`config.mk`:
```
export PLATFORM = sky130hd
export DESIGN_NAME = stereo_decode_mono_blend
export DESIGN_NICKNAME = d
export VERILOG_FILES = /design/src/common/blend_pkg.sv /design/src/rtl/stereo_decode_mono_blend.sv /design/src/rtl/metric_blend_track.sv
export SDC_FILE = /design/constraint.sdc
export NUM_CORES = 2
export LEC_CHECK = 0
export BUFFER_PORTS_ARGS = -buffer_cell sky130_fd_sc_hd__buf_2
export CELL_PAD_IN_SITES_DETAIL_PLACEMENT = 1
export CELL_PAD_IN_SITES_GLOBAL_PLACEMENT = 2
export CORE_MARGIN = 2
export CORE_UTILIZATION = 44
export CTS_BUF_LIST = sky130_fd_sc_hd__clkbuf_16
export DETAILED_ROUTE_END_ITERATION = 8
export PLACE_DENSITY = 0.95
export SYNTH_ARGS = -nofsm -noshare
export SYNTH_HDL_FRONTEND = slang
export SYNTH_SLANG_ARGS = --single-unit
```
`constraint.sdc`:
```
create_clock -name clock_i -period 83 [get_ports clock_i]
set_input_delay 8.3 -clock clock_i [delete_from_list [all_inputs] [get_ports clock_i]]
set_output_delay 8.3 -clock clock_i [all_outputs]
set_load 0.02 [all_outputs]
```
`src/common/blend_pkg.sv`:
```
// Package with register map, field layout, reset values and widths of the stereo decoder and blender.
package blend_pkg;

  // ----------------------------------------------------------------
  // Register offsets (byte addresses, one 32-bit word each)
  // ----------------------------------------------------------------
  localparam logic [7:0] CTRL_OFS = 8'h00;        // Control word.
  localparam logic [7:0] STATUS_OFS = 8'h04;      // Signal quality status answer.
  localparam logic [7:0] THR_BASE_OFS = 8'h10;    // Threshold word of metric 0.
  localparam logic [7:0] RATE_BASE_OFS = 8'h14;   // Rate word of metric 0.
  localparam logic [7:0] METRIC_STRIDE = 8'h08;   // Distance between metric register pairs.

  // ----------------------------------------------------------------
  // Field positions
  // ----------------------------------------------------------------
  localparam int CTRL_STEREO_EN_BIT = 0;   // 1 allows stereo, 0 forces mono.
  localparam int THR_STEREO_LSB = 0;       // Stereo threshold field, bits 7:0.
  localparam int THR_MONO_LSB = 8;         // Mono threshold field, bits 15:8.
  localparam int RATE_ATTACK_LSB = 0;      // Attack step field, bits 7:0.
  localparam int RATE_RELEASE_LSB = 8;     // Release step field, bits 15:8.
  localparam int STAT_LEVEL_LSB = 0;       // Blend level field, bits 8:0.
  localparam int STAT_STEREO_BIT = 16;     // Full stereo flag.
  localparam int STAT_MONO_BIT = 17;       // Full mono flag.
  localparam int STAT_GOV_LSB = 24;        // Governing metric index, bits 25:24.

  // ----------------------------------------------------------------
  // Widths, levels and reset values
  // ----------------------------------------------------------------
  localparam int NUM_METRICS = 3;          // Signal strength, noise ratio, multipath.
  localparam int FIELD_W = 8;              // Width of a threshold or rate field.
  localparam int LEVEL_W = 9;              // Width of the blend level.
  localparam logic [8:0] LEVEL_FULL = 9'h100;       // Level for full stereo.
  localparam logic [8:0] LEVEL_MONO = 9'h000;       // Level for full mono.
  localparam logic [31:0] CTRL_RESET = 32'h0000_0001;  // Stereo allowed after reset.
  localparam logic [15:0] THR_RESET = 16'h1030;     // Mono 0x10, stereo 0x30.
  localparam logic [15:0] RATE_RESET = 16'h0104;    // Release 1, attack 4.

  // Metric indices.
  localparam logic [1:0] MET_STRENGTH = 2'h0;
  localparam logic [1:0] MET_NOISE = 2'h1;
  localparam logic [1:0] MET_MULTIPATH = 2'h2;

endpackage : blend_pkg

```
`src/rtl/stereo_decode_mono_blend.sv`:
```
// Stereo decoder with adaptive stereo-to-mono blend and an Avalon-MM register slave.
//
// Operation
// - Left is sum plus difference, right sum minus.
// - Pilot squared gives subcarrier phase reference.
// - Band-limited sum signal is the mono output.
// - Three metrics are evaluated side by side.
// - Poorest metric governs the blend amount.
// - Below mono threshold blends to full mono.
// - All above stereo thresholds keeps full stereo.
// - Between thresholds level proportional, rate limited.
// - Each metric has thresholds and rates programmable.
// - Status answer reports stereo or mono state.
//
// Our own choices: the Avalon-MM interface to the registers and the address map.
`timescale 1ns/1ps
`default_nettype none

module stereo_decode_mono_blend #(
  parameter int W = 16,   // Audio sample width.
  parameter int MW = 8    // Metric width.
) (
  // Clock and reset.
  input wire logic clock_i,
  input wire logic rst_i,
  // Avalon-MM register slave.
  input wire logic [7:0] address_i,
  input wire logic read_i,
  input wire logic write_i,
  input wire logic [31:0] writedata_i,
  output logic [31:0] readdata_o,
  output logic waitrequest_o,
  // Demodulated multiplex baseband, split into its parts.
  input wire logic sample_valid_i,
  input wire logic signed [W-1:0] sum_i,
  input wire logic signed [W-1:0] subcarrier_i,
  input wire logic signed [W-1:0] pilot_i,
  // Signal quality metrics.
  input wire logic [MW-1:0] strength_i,
  input wire logic [MW-1:0] noise_ratio_i,
  input wire logic [MW-1:0] multipath_i,
  // Audio outputs.
  output logic out_valid_o,
  output logic signed [W:0] left_o,
  output logic signed [W:0] right_o,
  output logic signed [W-1:0] mono_o,
  output logic stereo_o
);

  // ----------------------------------------------------------------
  // Elaboration checks
  // ----------------------------------------------------------------
  if (W < 8 || W > 24) begin : g_bad_w
    $error("Audio width must lie between 8 and 24.");
  end
  if (MW != blend_pkg::FIELD_W) begin : g_bad_mw
    $error("Metric width must match the threshold field width.");
  end

  // ----------------------------------------------------------------
  // Registers
  // ----------------------------------------------------------------
  logic stereo_en;                                      // Stereo allowed.
  logic [15:0] thr_reg [blend_pkg::NUM_METRICS];        // Mono and stereo thresholds.
  logic [15:0] rate_reg [blend_pkg::NUM_METRICS];       // Attack and release steps.
  logic [8:0] blend_level;                              // Governing blend factor.
  logic [1:0] gov_idx;                                  // Metric that governs.
  logic [31:0] status_word;                             // Status answer.
  logic [31:0] read_value;                              // Decoded read data.
  logic take_write;                                     // Write completes this edge.

  // A write completes at the edge where waitrequest is seen low.
  assign take_write = write_i && !waitrequest_o;

  // Assembles the signal quality status answer.
  always_comb begin
    status_word = '0;
    status_word[blend_pkg::STAT_LEVEL_LSB +: 9] = blend_level;
    status_word[blend_pkg::STAT_STEREO_BIT] = (blend_level == blend_pkg::LEVEL_FULL);
    status_word[blend_pkg::STAT_MONO_BIT] = (blend_level == blend_pkg::LEVEL_MONO);
    status_word[blend_pkg::STAT_GOV_LSB +: 2] = gov_idx;
  end

  // Decodes the read address; unmapped words read as zero.
  always_comb begin
    read_value = 32'h0000_0000;
    if (address_i == blend_pkg::CTRL_OFS) begin
      read_value[blend_pkg::CTRL_STEREO_EN_BIT] = stereo_en;
    end else if (address_i == blend_pkg::STATUS_OFS) begin
      read_value = status_word;
    end else begin
      for (int i = 0; i < blend_pkg::NUM_METRICS; i++) begin
        if (address_i == blend_pkg::THR_BASE_OFS + 8'(i) * blend_pkg::METRIC_STRIDE) begin
          read_value[15:0] = thr_reg[i];
        end else if (address_i == blend_pkg::RATE_BASE_OFS + 8'(i) * blend_pkg::METRIC_STRIDE) begin
          read_value[15:0] = rate_reg[i];
        end
      end
    end
  end

  // Holds waitrequest high except for the one answer cycle.
  always_ff @(posedge clock_i) begin
    if (rst_i) begin
      waitrequest_o <= 1'b1;
      readdata_o <= 32'h0000_0000;
    end else if ((read_i || write_i) && waitrequest_o) begin
      // Answer one cycle after the request is seen.
      waitrequest_o <= 1'b0;
      readdata_o <= read_value;
    end else begin
      waitrequest_o <= 1'b1;
    end
  end

  // Stores the control word.
  always_ff @(posedge clock_i) begin
    if (rst_i) begin
      stereo_en <= blend_pkg::CTRL_RESET[blend_pkg::CTRL_STEREO_EN_BIT];
    end else if (take_write && address_i == blend_pkg::CTRL_OFS) begin
      stereo_en <= writedata_i[blend_pkg::CTRL_STEREO_EN_BIT];
    end
  end

  // ----------------------------------------------------------------
  // Per-metric blend trackers
  // ----------------------------------------------------------------
  logic [MW-1:0] quality [blend_pkg::NUM_METRICS];   // Quality, larger is better.
  logic [8:0] metric_level [blend_pkg::NUM_METRICS]; // Level each metric asks for.

  // Multipath grows as reception worsens, so it is inverted.
  assign quality[0] = strength_i;
  assign quality[1] = noise_ratio_i;
  assign quality[2] = ~multipath_i;

  for (genvar g = 0; g < blend_pkg::NUM_METRICS; g++) begin : g_metric
    // Stores this metric's thresholds and rates.
    always_ff @(posedge clock_i) begin
      if (rst_i) begin
        thr_reg[g] <= blend_pkg::THR_RESET;
        rate_reg[g] <= blend_pkg::RATE_RESET;
      end else if (take_write) begin
        if (address_i == blend_pkg::THR_BASE_OFS + 8'(g) * blend_pkg::METRIC_STRIDE) begin
          thr_reg[g] <= writedata_i[15:0];
        end else if (address_i == blend_pkg::RATE_BASE_OFS + 8'(g) * blend_pkg::METRIC_STRIDE) begin
          rate_reg[g] <= writedata_i[15:0];
        end
      end
    end

    // Tracks this metric's target at its own rates.
    metric_blend_track #(
      .MW(MW)
    ) u_track (
      .clock_i(clock_i),
      .rst_i(rst_i),
      .step_i(sample_valid_i),
      .quality_i(quality[g]),
      .mono_thr_i(thr_reg[g][blend_pkg::THR_MONO_LSB +: MW]),
      .stereo_thr_i(thr_reg[g][blend_pkg::THR_STEREO_LSB +: MW]),
      .attack_i(rate_reg[g][blend_pkg::RATE_ATTACK_LSB +: 8]),
      .release_i(rate_reg[g][blend_pkg::RATE_RELEASE_LSB +: 8]),
      .level_o(metric_level[g])
    );
  end

  // ----------------------------------------------------------------
  // Governing level
  // ----------------------------------------------------------------
  logic [8:0] min_level;   // Lowest level of the three.
  logic [1:0] min_idx;     // Index of the lowest level.

  // Picks the metric that reports the poorest reception.
  always_comb begin
    min_level = metric_level[0];
    min_idx = blend_pkg::MET_STRENGTH;
    if (metric_level[1] < min_level) begin
      min_level = metric_level[1];
      min_idx = blend_pkg::MET_NOISE;
    end
    if (metric_level[2] < min_level) begin
      min_level = metric_level[2];
      min_idx = blend_pkg::MET_MULTIPATH;
    end
  end

  // Registers the governing level; a disabled stereo path forces mono.
  always_ff @(posedge clock_i) begin
    if (rst_i) begin
      blend_level <= blend_pkg::LEVEL_FULL;
      gov_idx <= blend_pkg::MET_STRENGTH;
    end else begin
      blend_level <= stereo_en ? min_level : blend_pkg::LEVEL_MONO;
      gov_idx <= min_idx;
    end
  end

  // ----------------------------------------------------------------
  // Difference recovery
  // ----------------------------------------------------------------
  logic signed [2*W-1:0] pilot_sq;      // Pilot squared.
  logic signed [W-1:0] ref38;           // Doubled-phase reference.
  logic signed [2*W-1:0] demod;         // Subcarrier times reference.
  logic signed [W-1:0] diff_raw;        // Recovered difference before filtering.
  logic signed [W-1:0] diff_lp;         // Low-pass filtered difference.
  logic signed [W:0] diff_err;          // Filter input minus state.
  logic signed [W+9:0] diff_scaled;     // Difference times blend factor.
  logic signed [W-1:0] diff_blend;      // Difference after the blend.
  logic signed [W-1:0] sum_lp;          // Band-limited sum.
  logic signed [W:0] sum_err;           // Sum filter input minus state.

  // Squares the pilot: 2*p*p - 1 is the subcarrier cosine locked to it.
  always_comb begin
    pilot_sq = pilot_i * pilot_i;
    ref38 = W'((pilot_sq >>> (W - 2)) - (2*W)'(1 <<< (W - 1)));
    demod = subcarrier_i * ref38;
    diff_raw = W'(demod >>> (W - 2));
    diff_err = {diff_raw[W-1], diff_raw} - {diff_lp[W-1], diff_lp};
    sum_err = {sum_i[W-1], sum_i} - {sum_lp[W-1], sum_lp};
    diff_scaled = diff_lp * $signed({1'b0, blend_level});
    diff_blend = W'(diff_scaled >>> 8);
  end

  // One-pole low-pass filters on the sum and the recovered difference.
  always_ff @(posedge clock_i) begin
    if (rst_i) begin
      diff_lp <= '0;
      sum_lp <= '0;
    end else if (sample_valid_i) begin
      diff_lp <= W'(diff_lp + W'(diff_err >>> 2));
      sum_lp <= W'(sum_lp + W'(sum_err >>> 1));
    end
  end

  // ----------------------------------------------------------------
  // Output matrix
  // ----------------------------------------------------------------
  logic sample_d;   // Filters have taken the sample.

  // Delays the strobe to line up with the filter states.
  always_ff @(posedge clock_i) begin
    if (rst_i) begin
      sample_d <= 1'b0;
    end else begin
      sample_d <= sample_valid_i;
    end
  end

  // Forms left and right from the sum and the blended difference.
  always_ff @(posedge clock_i) begin
    if (rst_i) begin
      out_valid_o <= 1'b0;
      left_o <= '0;
      right_o <= '0;
      mono_o <= '0;
      stereo_o <= 1'b0;
    end else begin
      out_valid_o <= sample_d;
      stereo_o <= (blend_level == blend_pkg::LEVEL_FULL);
      if (sample_d) begin
        left_o <= {sum_lp[W-1], sum_lp} + {diff_blend[W-1], diff_blend};
        right_o <= {sum_lp[W-1], sum_lp} - {diff_blend[W-1], diff_blend};
        mono_o <= sum_lp;
      end
    end
  end

endmodule : stereo_decode_mono_blend

`default_nettype wire

```
`src/rtl/metric_blend_track.sv`:
```
// One metric's blend target and its rate-limited blend level.
`timescale 1ns/1ps
`default_nettype none

module metric_blend_track #(
  parameter int MW = 8
) (
  // Clock and reset.
  input wire logic clock_i,
  input wire logic rst_i,
  // Sample strobe.
  input wire logic step_i,
  // Quality value, larger is better.
  input wire logic [MW-1:0] quality_i,
  // Programmed thresholds and rates.
  input wire logic [MW-1:0] mono_thr_i,
  input wire logic [MW-1:0] stereo_thr_i,
  input wire logic [7:0] attack_i,
  input wire logic [7:0] release_i,
  // Current blend level, 0 mono up to full stereo.
  output logic [8:0] level_o
);

  // ----------------------------------------------------------------
  // Elaboration checks
  // ----------------------------------------------------------------
  if (MW < 1 || MW > 16) begin : g_bad_mw
    $error("Metric width must lie between 1 and 16.");
  end

  // ----------------------------------------------------------------
  // Target level
  // ----------------------------------------------------------------
  logic [8:0] target;             // Level the metric asks for.
  logic [MW+7:0] span_num;        // Distance above mono threshold, scaled.
  logic [MW-1:0] span_den;        // Distance between the two thresholds.
  logic [MW+7:0] ratio;           // Proportional level before sizing.

  // Maps the quality onto a level between the two thresholds.
  always_comb begin
    span_num = {quality_i - mono_thr_i, 8'h00};
    span_den = stereo_thr_i - mono_thr_i;
    ratio = '0;
    if (quality_i < mono_thr_i) begin
      target = blend_pkg::LEVEL_MONO;
    end else if (quality_i >= stereo_thr_i) begin
      target = blend_pkg::LEVEL_FULL;
    end else begin
      // Divisor is non-zero here because stereo lies above mono.
      ratio = span_num / (MW+8)'(span_den);
      target = ratio[8:0];
    end
  end

  // ----------------------------------------------------------------
  // Rate-limited level
  // ----------------------------------------------------------------
  logic [9:0] down_room;   // Level minus attack step.
  logic [9:0] up_room;     // Level plus release step.

  // Computes the next candidate levels with one spare bit.
  always_comb begin
    down_room = {1'b0, level_o} - {2'b00, attack_i};
    up_room = {1'b0, level_o} + {2'b00, release_i};
  end

  // Moves the level toward the target once per sample.
  always_ff @(posedge clock_i) begin
    if (rst_i) begin
      level_o <= blend_pkg::LEVEL_FULL;
    end else if (step_i) begin
      if (target < level_o) begin
        // Toward mono uses the attack step, never overshooting.
        if (down_room[9] || down_room[8:0] < target) begin
          level_o <= target;
        end else begin
          level_o <= down_room[8:0];
        end
      end else if (target > level_o) begin
        // Toward stereo uses the release step, never overshooting.
        if (up_room > {1'b0, target}) begin
          level_o <= target;
        end else begin
          level_o <= up_room[8:0];
        end
      end
    end
  end

endmodule : metric_blend_track

`default_nettype wire

```
Yosys cells after proc, flatten, opt, wreduce, memory -nomap -nowiden
Memory sizes are Yosys's and may differ from the RTL's.
Cells that the tools add are included.
Word-level totals
  bits in registers: 157
  RAM bits: 96
  input port bits: 117
  output and inout bits: 85
  word-level logic and storage cells: 168
  memories: 2
Memories
  rate_reg: depth 3, width 16, rd ports 3, clocked after memory_dff 0, write ports 3, RTL line stereo_decode_mono_blend.sv:65  | logic [15:0] rate_reg [blend_pkg::NUM_METRICS];
  thr_reg: depth 3, width 16, rd ports 3, clocked after memory_dff 0, write ports 3, RTL line stereo_decode_mono_blend.sv:64  | logic [15:0] thr_reg [blend_pkg::NUM_METRICS];
Cells by class
  add/subtract/negate cells: 19
  multiply operators: 3
  div/mod/pow operators: 3
  order comparisons: 20
  equal/unequal tests: 8
  mux-type cells: 69
  bitwise operators: 8
  reductions and logical operators: 18
Operators by type and width (count)
  16-bit 2-to-1 mux: 13
  9-bit 2-to-1 mux: 21
  9-bit < comparator: 8
  16-bit by 16-bit multiplier with 30-bit output: 2
  16-bit by 16-bit subtractor with 17-bit output: 3
  16-bit by 8-bit divider with 16-bit output: 3
  8-bit subtractor: 6
  8-bit by 5-bit == test with 1-bit output (second input constant): 4
  1-bit 2-to-1 mux: 32
  31-bit 2-to-1 mux: 1
  9-bit by 8-bit adder with 10-bit output: 3
  10-bit by 9-bit greater-than comparator with 1-bit output: 3
  9-bit by 8-bit subtractor with 10-bit output: 3
  9-bit greater-than comparator: 3
  8-bit >= comparator: 3
  8-bit < comparator: 3
  16-bit by 10-bit multiplier with 24-bit output: 1
  16-bit by 16-bit adder with 17-bit output: 1
  16-bit by 15-bit adder with 16-bit output: 1
  16-bit adder: 1
  8-bit by 6-bit == test with 1-bit output (second input constant): 2
  16-bit subtractor (second input constant): 1
  10-bit 2-to-1 mux: 1
  9-bit == test (second input constant): 1
  other kinds (13): 28

Depth between registers and ports, before layout
  word-level depth: 9
  mapped depth: 194
  depth with buffers taken out: 185

Hierarchy
From an unflattened synthesis, not the netlist that was laid out.
Second synthesis, totals
  cell total of the unflattened synthesis: 7502
  area, all modules: 61096.1 sq um
Modules (own cells, without submodules)
  stereo_decode_mono_blend: times used 1, cells each 3757, area an instance 34498.1 sq um, seq. area each 5225.0 sq um
  metric_blend_track at g_metric[0].u_track ...: times used 2, cells each 1254, area an instance 8853.5 sq um, seq. area each 180.2 sq um
  metric_blend_track at g_metric[1].u_track: times used 1, cells each 1237, area an instance 8891.0 sq um, seq. area each 180.2 sq um

Worst setup path before layout
OpenSTA, ideal clock, no wires.
  kind: input -> register
  from: input port noise_ratio_i[2]
  to: register g_metric[1].u_track.level_o[8]
  setup time: 127 ps
  arrival: 41955 ps
  required time: 82873 ps
  slack: 40918 ps
  stages on the path: 185
  path buffers: 9
  path through: ha_1 > o21ai_0 > a21oi_1 > o31ai_1 > a21oi_1 > xor2_1 > ha_1 > a21oi_1 > ha_1 > or3_1 > a32oi_1 > nor2_1 > o21ai_0 > nor3_1 > o22ai_2 > inv_2 > ha_1 > o21a_1 > [... 149 more ...] > a311oi_2 > nor2_1 > inv_1 > ha_1 > nor2b_1 > o21a_1 > o21a_1 > o21ai_0 > nand2b_1 > a21oi_1 > nor2b_1 > o21ai_0 > nand2b_1 > a21oi_1 > o41ai_1 > a21oi_1 > o31ai_1 > or3_1
Between the ends
  longest elaborated chain between the ends: 8
  elaborated cells on any way between the ends: 17
  classes of those cells: add/sub (1); div (1); order compare (6); mux (6); reduce/logical (3)
Ends and longest elaborated chain
  start, declared: RTL line stereo_decode_mono_blend.sv:40  | input wire logic [MW-1:0] noise_ratio_i,
  8-bit subtractor: RTL line metric_blend_track.sv:41  | span_num = {quality_i - mono_thr_i, 8'h00};
  16-bit by 8-bit divider with 16-bit output: RTL line metric_blend_track.sv:50  | ratio = span_num / (MW+8)'(span_den);
  9-bit 2-to-1 mux: RTL line metric_blend_track.sv:46  | end else if (quality_i >= stereo_thr_i) begin
  9-bit 2-to-1 mux (*): RTL line metric_blend_track.sv:44  | if (quality_i < mono_thr_i) begin
  10-bit by 9-bit greater-than comparator with 1-bit output or 9-bit < comparator (tied branches): RTL line metric_blend_track.sv:81, metric_blend_track.sv:74
  9-bit 2-to-1 mux or 1-bit logical OR (tied branches): RTL line metric_blend_track.sv:81, metric_blend_track.sv:74
  9-bit 2-to-1 mux (on tied branches): RTL line metric_blend_track.sv:79, metric_blend_track.sv:74
  9-bit 2-to-1 mux: RTL line metric_blend_track.sv:72  | if (target < level_o) begin
  end signal, assigned: RTL line metric_blend_track.sv:75  | level_o <= target;
  end signal, assigned: RTL line metric_blend_track.sv:82  | level_o <= target;
  end signal, assigned: RTL line metric_blend_track.sv:84  | level_o <= up_room[8:0];
  end, declared: RTL line metric_blend_track.sv:21  | output logic [8:0] level_o
Mark *: on every way between the ends. The rest lies on a longest branch, timed or not. The select of a mux whose other input is x is not followed.
A chain may end at the register's enable or synchronous reset.

Worst setup path after layout
  from: input port noise_ratio_i[2]
  to: register g_metric[1].u_track.level_o[6]
The elaborated chain is that of the path after synthesis.

==> results.cfg <==
[critical_path]
cp.arrival_ns = 50.35
startpoint = noise_ratio_i[2]
r2r-start = thr_reg[1][0]$_SDFFCE_PN0P_
crit_slowest_cell = a211oi_4
rrSetupSlack_ns = 39.28
critPathKind = in -> reg
cp_num_buf_inv = 11
critPathMaxStageDelay_ns = 0.75
end_kind = flop
reg2reg_depth = 186
crit_fanout = 18
cp-endpoint = g_metric[1].u_track.level_o[6]$_SDFFE_PP0P_
required_ns = 83.53
start_kind = primary input
crit_family = compound AO/OA/AOI/OAI gates
critical_path_depth = 182
reg2reg_to = g_metric[1].u_track.level_o[6]$_SDFFE_PP0P_

[detailed_routing]
via_per_inst = 5.81
first_iter_violations = 2899
dr.pass1.iters = 8
wl_per_cell_um = 20.5
antenna_left = 0
wl_um = 186000
drc = 0
vias = 52678

[finish]
drive_gt1_share_pct = 6.55
nNetsFinal = 8767
final_cell_area_um2 = 63400
fill_cells = 16210
fin_util_pct = 47.0
syn2layout_area_growth_pct = 6.33

[worst_hold_path]
holdCritPathClass = reg -> reg

[placed_design]
dpl_cell_area_um2 = 62400
gp_congestion = 0.912
port_buffers = 173
post-place-ws_ns = 33.13
dpl.hpwl_um = 154000

[floorplanning]
core-area_um2 = 135000
num_rows = 135
num_io_pins = 202
dieArea_um2 = 139000
fp.dieH_um = 372
fp.dieW_um = 372
initial_core_util_pct = 44.2

[timing]
hold_viol_final = 0
fin_ws_ns = 33.18
worst_slew_pin_slew_ns = 1.35
fin_crit_ns = 49.82
max_clock_freq_mhz = 20.1
fin_setup_tns_ns = 0
drv_slew = 0
skew_ns = 0.0431
slew_headroom_pct = 9.46
rsz0062_at_grt = no
setup_viol = 0
finalCritPeriodShare_pct = 60.0

[yosys]
yosysUniqueCellTypes = 121
synthCells = 7199
synth_edf_count = 96
synth_flop_cell = dfxtp_1
syn_area_um2 = 59700
synth_seq_cells = 240
seq_area_frac_synth_pct = 9.66
async_reset_ff_share_pct = 0
syn_area_per_cell_um2 = 8.29
ys_warn_count = 0

[clock_tree]
cts_resized = 0
cts_tree = yes
cts_buffer_depth = 3
numClockSinks = 240
clockRootBuffer = clkbuf_16
cts_made_buffers = 30
cts.clk_slew.worst_paths_ns = 0.07
insertion_delay_ns = 0.61
cts_htree_levels = 1
cts_hold_buf = 0
post_cts_buffers = 0

[grt]
grt_pass1_vias = 56674
track_usage_pct = 26.8
grt_pass1_wl_um = 302000
grt_max_degree = 69
grt_antenna_before_repair = 28
grt_overflow = 0

[outcome]
outcome = complete, no violations

[run]
cap_violations = 0
-- tightest hold or removal path: stages (launching register included) --
cell and delay (ns):
dfxtp_1 0.31, nand2_1 0.05, a21oi_1 0.05
-- routing by layer --
metal | vias to the layer above | part of all wire [%] | global-route usage [%]
met5 | - | 0.018 | 0
met3 | 269 | 5.6 | 2.97
met1 | 26563 | 44 | 36.1
li1 | 24647 | - | -
met2 | 1193 | 48 | 45.7
met4 | 6 | 2.5 | 6.62
-- metrics by stage --
step	instances	hold slack [ns]
global route	9062	0.503
floorplan	7210	0.443
finish	9073	0.460
detailed placement	9004	0.451
global placement	9004	0.449
CTS	9058	0.460
-- cell usage after synthesis, drive strengths merged (87+ instances only) --
| library cell | number | area (um^2) |
|---|---|---|
| a21o | 132 | 991 |
| a21oi | 407 | 2040 |
| and2 | 348 | 2180 |
| clkbuf | 174 | 653 |
| dfxtp | 144 | 2880 |
| edfxtp | 96 | 2880 |
| fa | 606 | 12100 |
| ha | 789 | 9870 |
| inv | 1013 | 3800 |
| mux2 | 87 | 983 |
| mux2i | 166 | 1660 |
| nand2 | 498 | 1870 |
| nand2b | 118 | 741 |
| nand3 | 96 | 498 |
| nor2 | 550 | 2080 |
| nor2b | 101 | 632 |
| nor3 | 155 | 791 |
| o21a | 128 | 961 |
| o21ai | 266 | 1340 |
| o21bai | 90 | 687 |
| xnor2 | 270 | 2360 |
| xor2 | 106 | 928 |
-- cells in the final DEF, fill, tap and decap left out, drive strengths merged, types with 17 or more instances in the layout --
master     n
mux2i    166
a31oi     38
fa       606
o31ai     50
a211oi    65
nor4      30
nor2b    101
nor2     550
mux2      87
a22oi     32
o211ai    33
xnor2    270
or2       49
o22ai     17
nor3     155
a21oi    407
a21o     132
or4       17
clkbuf    30
edfxtp    96
nand2    498
a211o     26
xor2     106
inv     1020
a221o     17
a21boi    27
nand3     96
nand2b   118
and2     348
and3      43
ha       789
o21ai    266
dfxtp    144
a311oi    17
or3       51
buf      227
nand4     65
o21bai    90
o21a     128
-- final cells by class --
class	instances	area (um^2)	share of cell area [%]
multi-input combinational	5741	49300	77.7
sequential	240	5770	9.09
inverter	1015	3810	6.01
tap	1781	2230	3.51
timing repair buffer	227	1270	2.01
clock buffer	30	751	1.18
clock inverter	24	299	0.471
antenna	15	37.5	0.0592
-- cell families after synthesis --
kind of cell | synth area share [%]
AOI/OAI and AO/OA | 17.1
xor gates and xnor gates | 5.52
adders and majority gates | 36.9
buffers and inverters | 7.86
DFF | 9.66
muxes | 4.43
other | 0.00629
and+or+nand+nor | 18.6
-- worst min-delay path by stage --
| stage | startpoint | endpoint | slack, ns | cells past startpoint |
|---|---|---|---|---|
| 2_1_floorplan | gov_idx[0]$_SDFF_PP0_ | readdata_o[24]$_SDFFE_PP0P_ | 0.44 | 2 |
| 3_3_place_gp | readdata_o[17]$_SDFFE_PP0P_ | readdata_o[17]$_SDFFE_PP0P_ | 0.45 | 2 |
| 3_5_place_dp | readdata_o[17]$_SDFFE_PP0P_ | readdata_o[17]$_SDFFE_PP0P_ | 0.45 | 2 |
| 4_1_cts | readdata_o[17]$_SDFFE_PP0P_ | readdata_o[17]$_SDFFE_PP0P_ | 0.46 | 2 |
| 5_1_grt | readdata_o[17]$_SDFFE_PP0P_ | readdata_o[17]$_SDFFE_PP0P_ | 0.50 | 2 |
| 6_report | readdata_o[17]$_SDFFE_PP0P_ | readdata_o[17]$_SDFFE_PP0P_ | 0.46 | 2 |
Power is not shown: default switching activity piles up to over one toggle a cycle in this logic, so the estimate is an artifact.
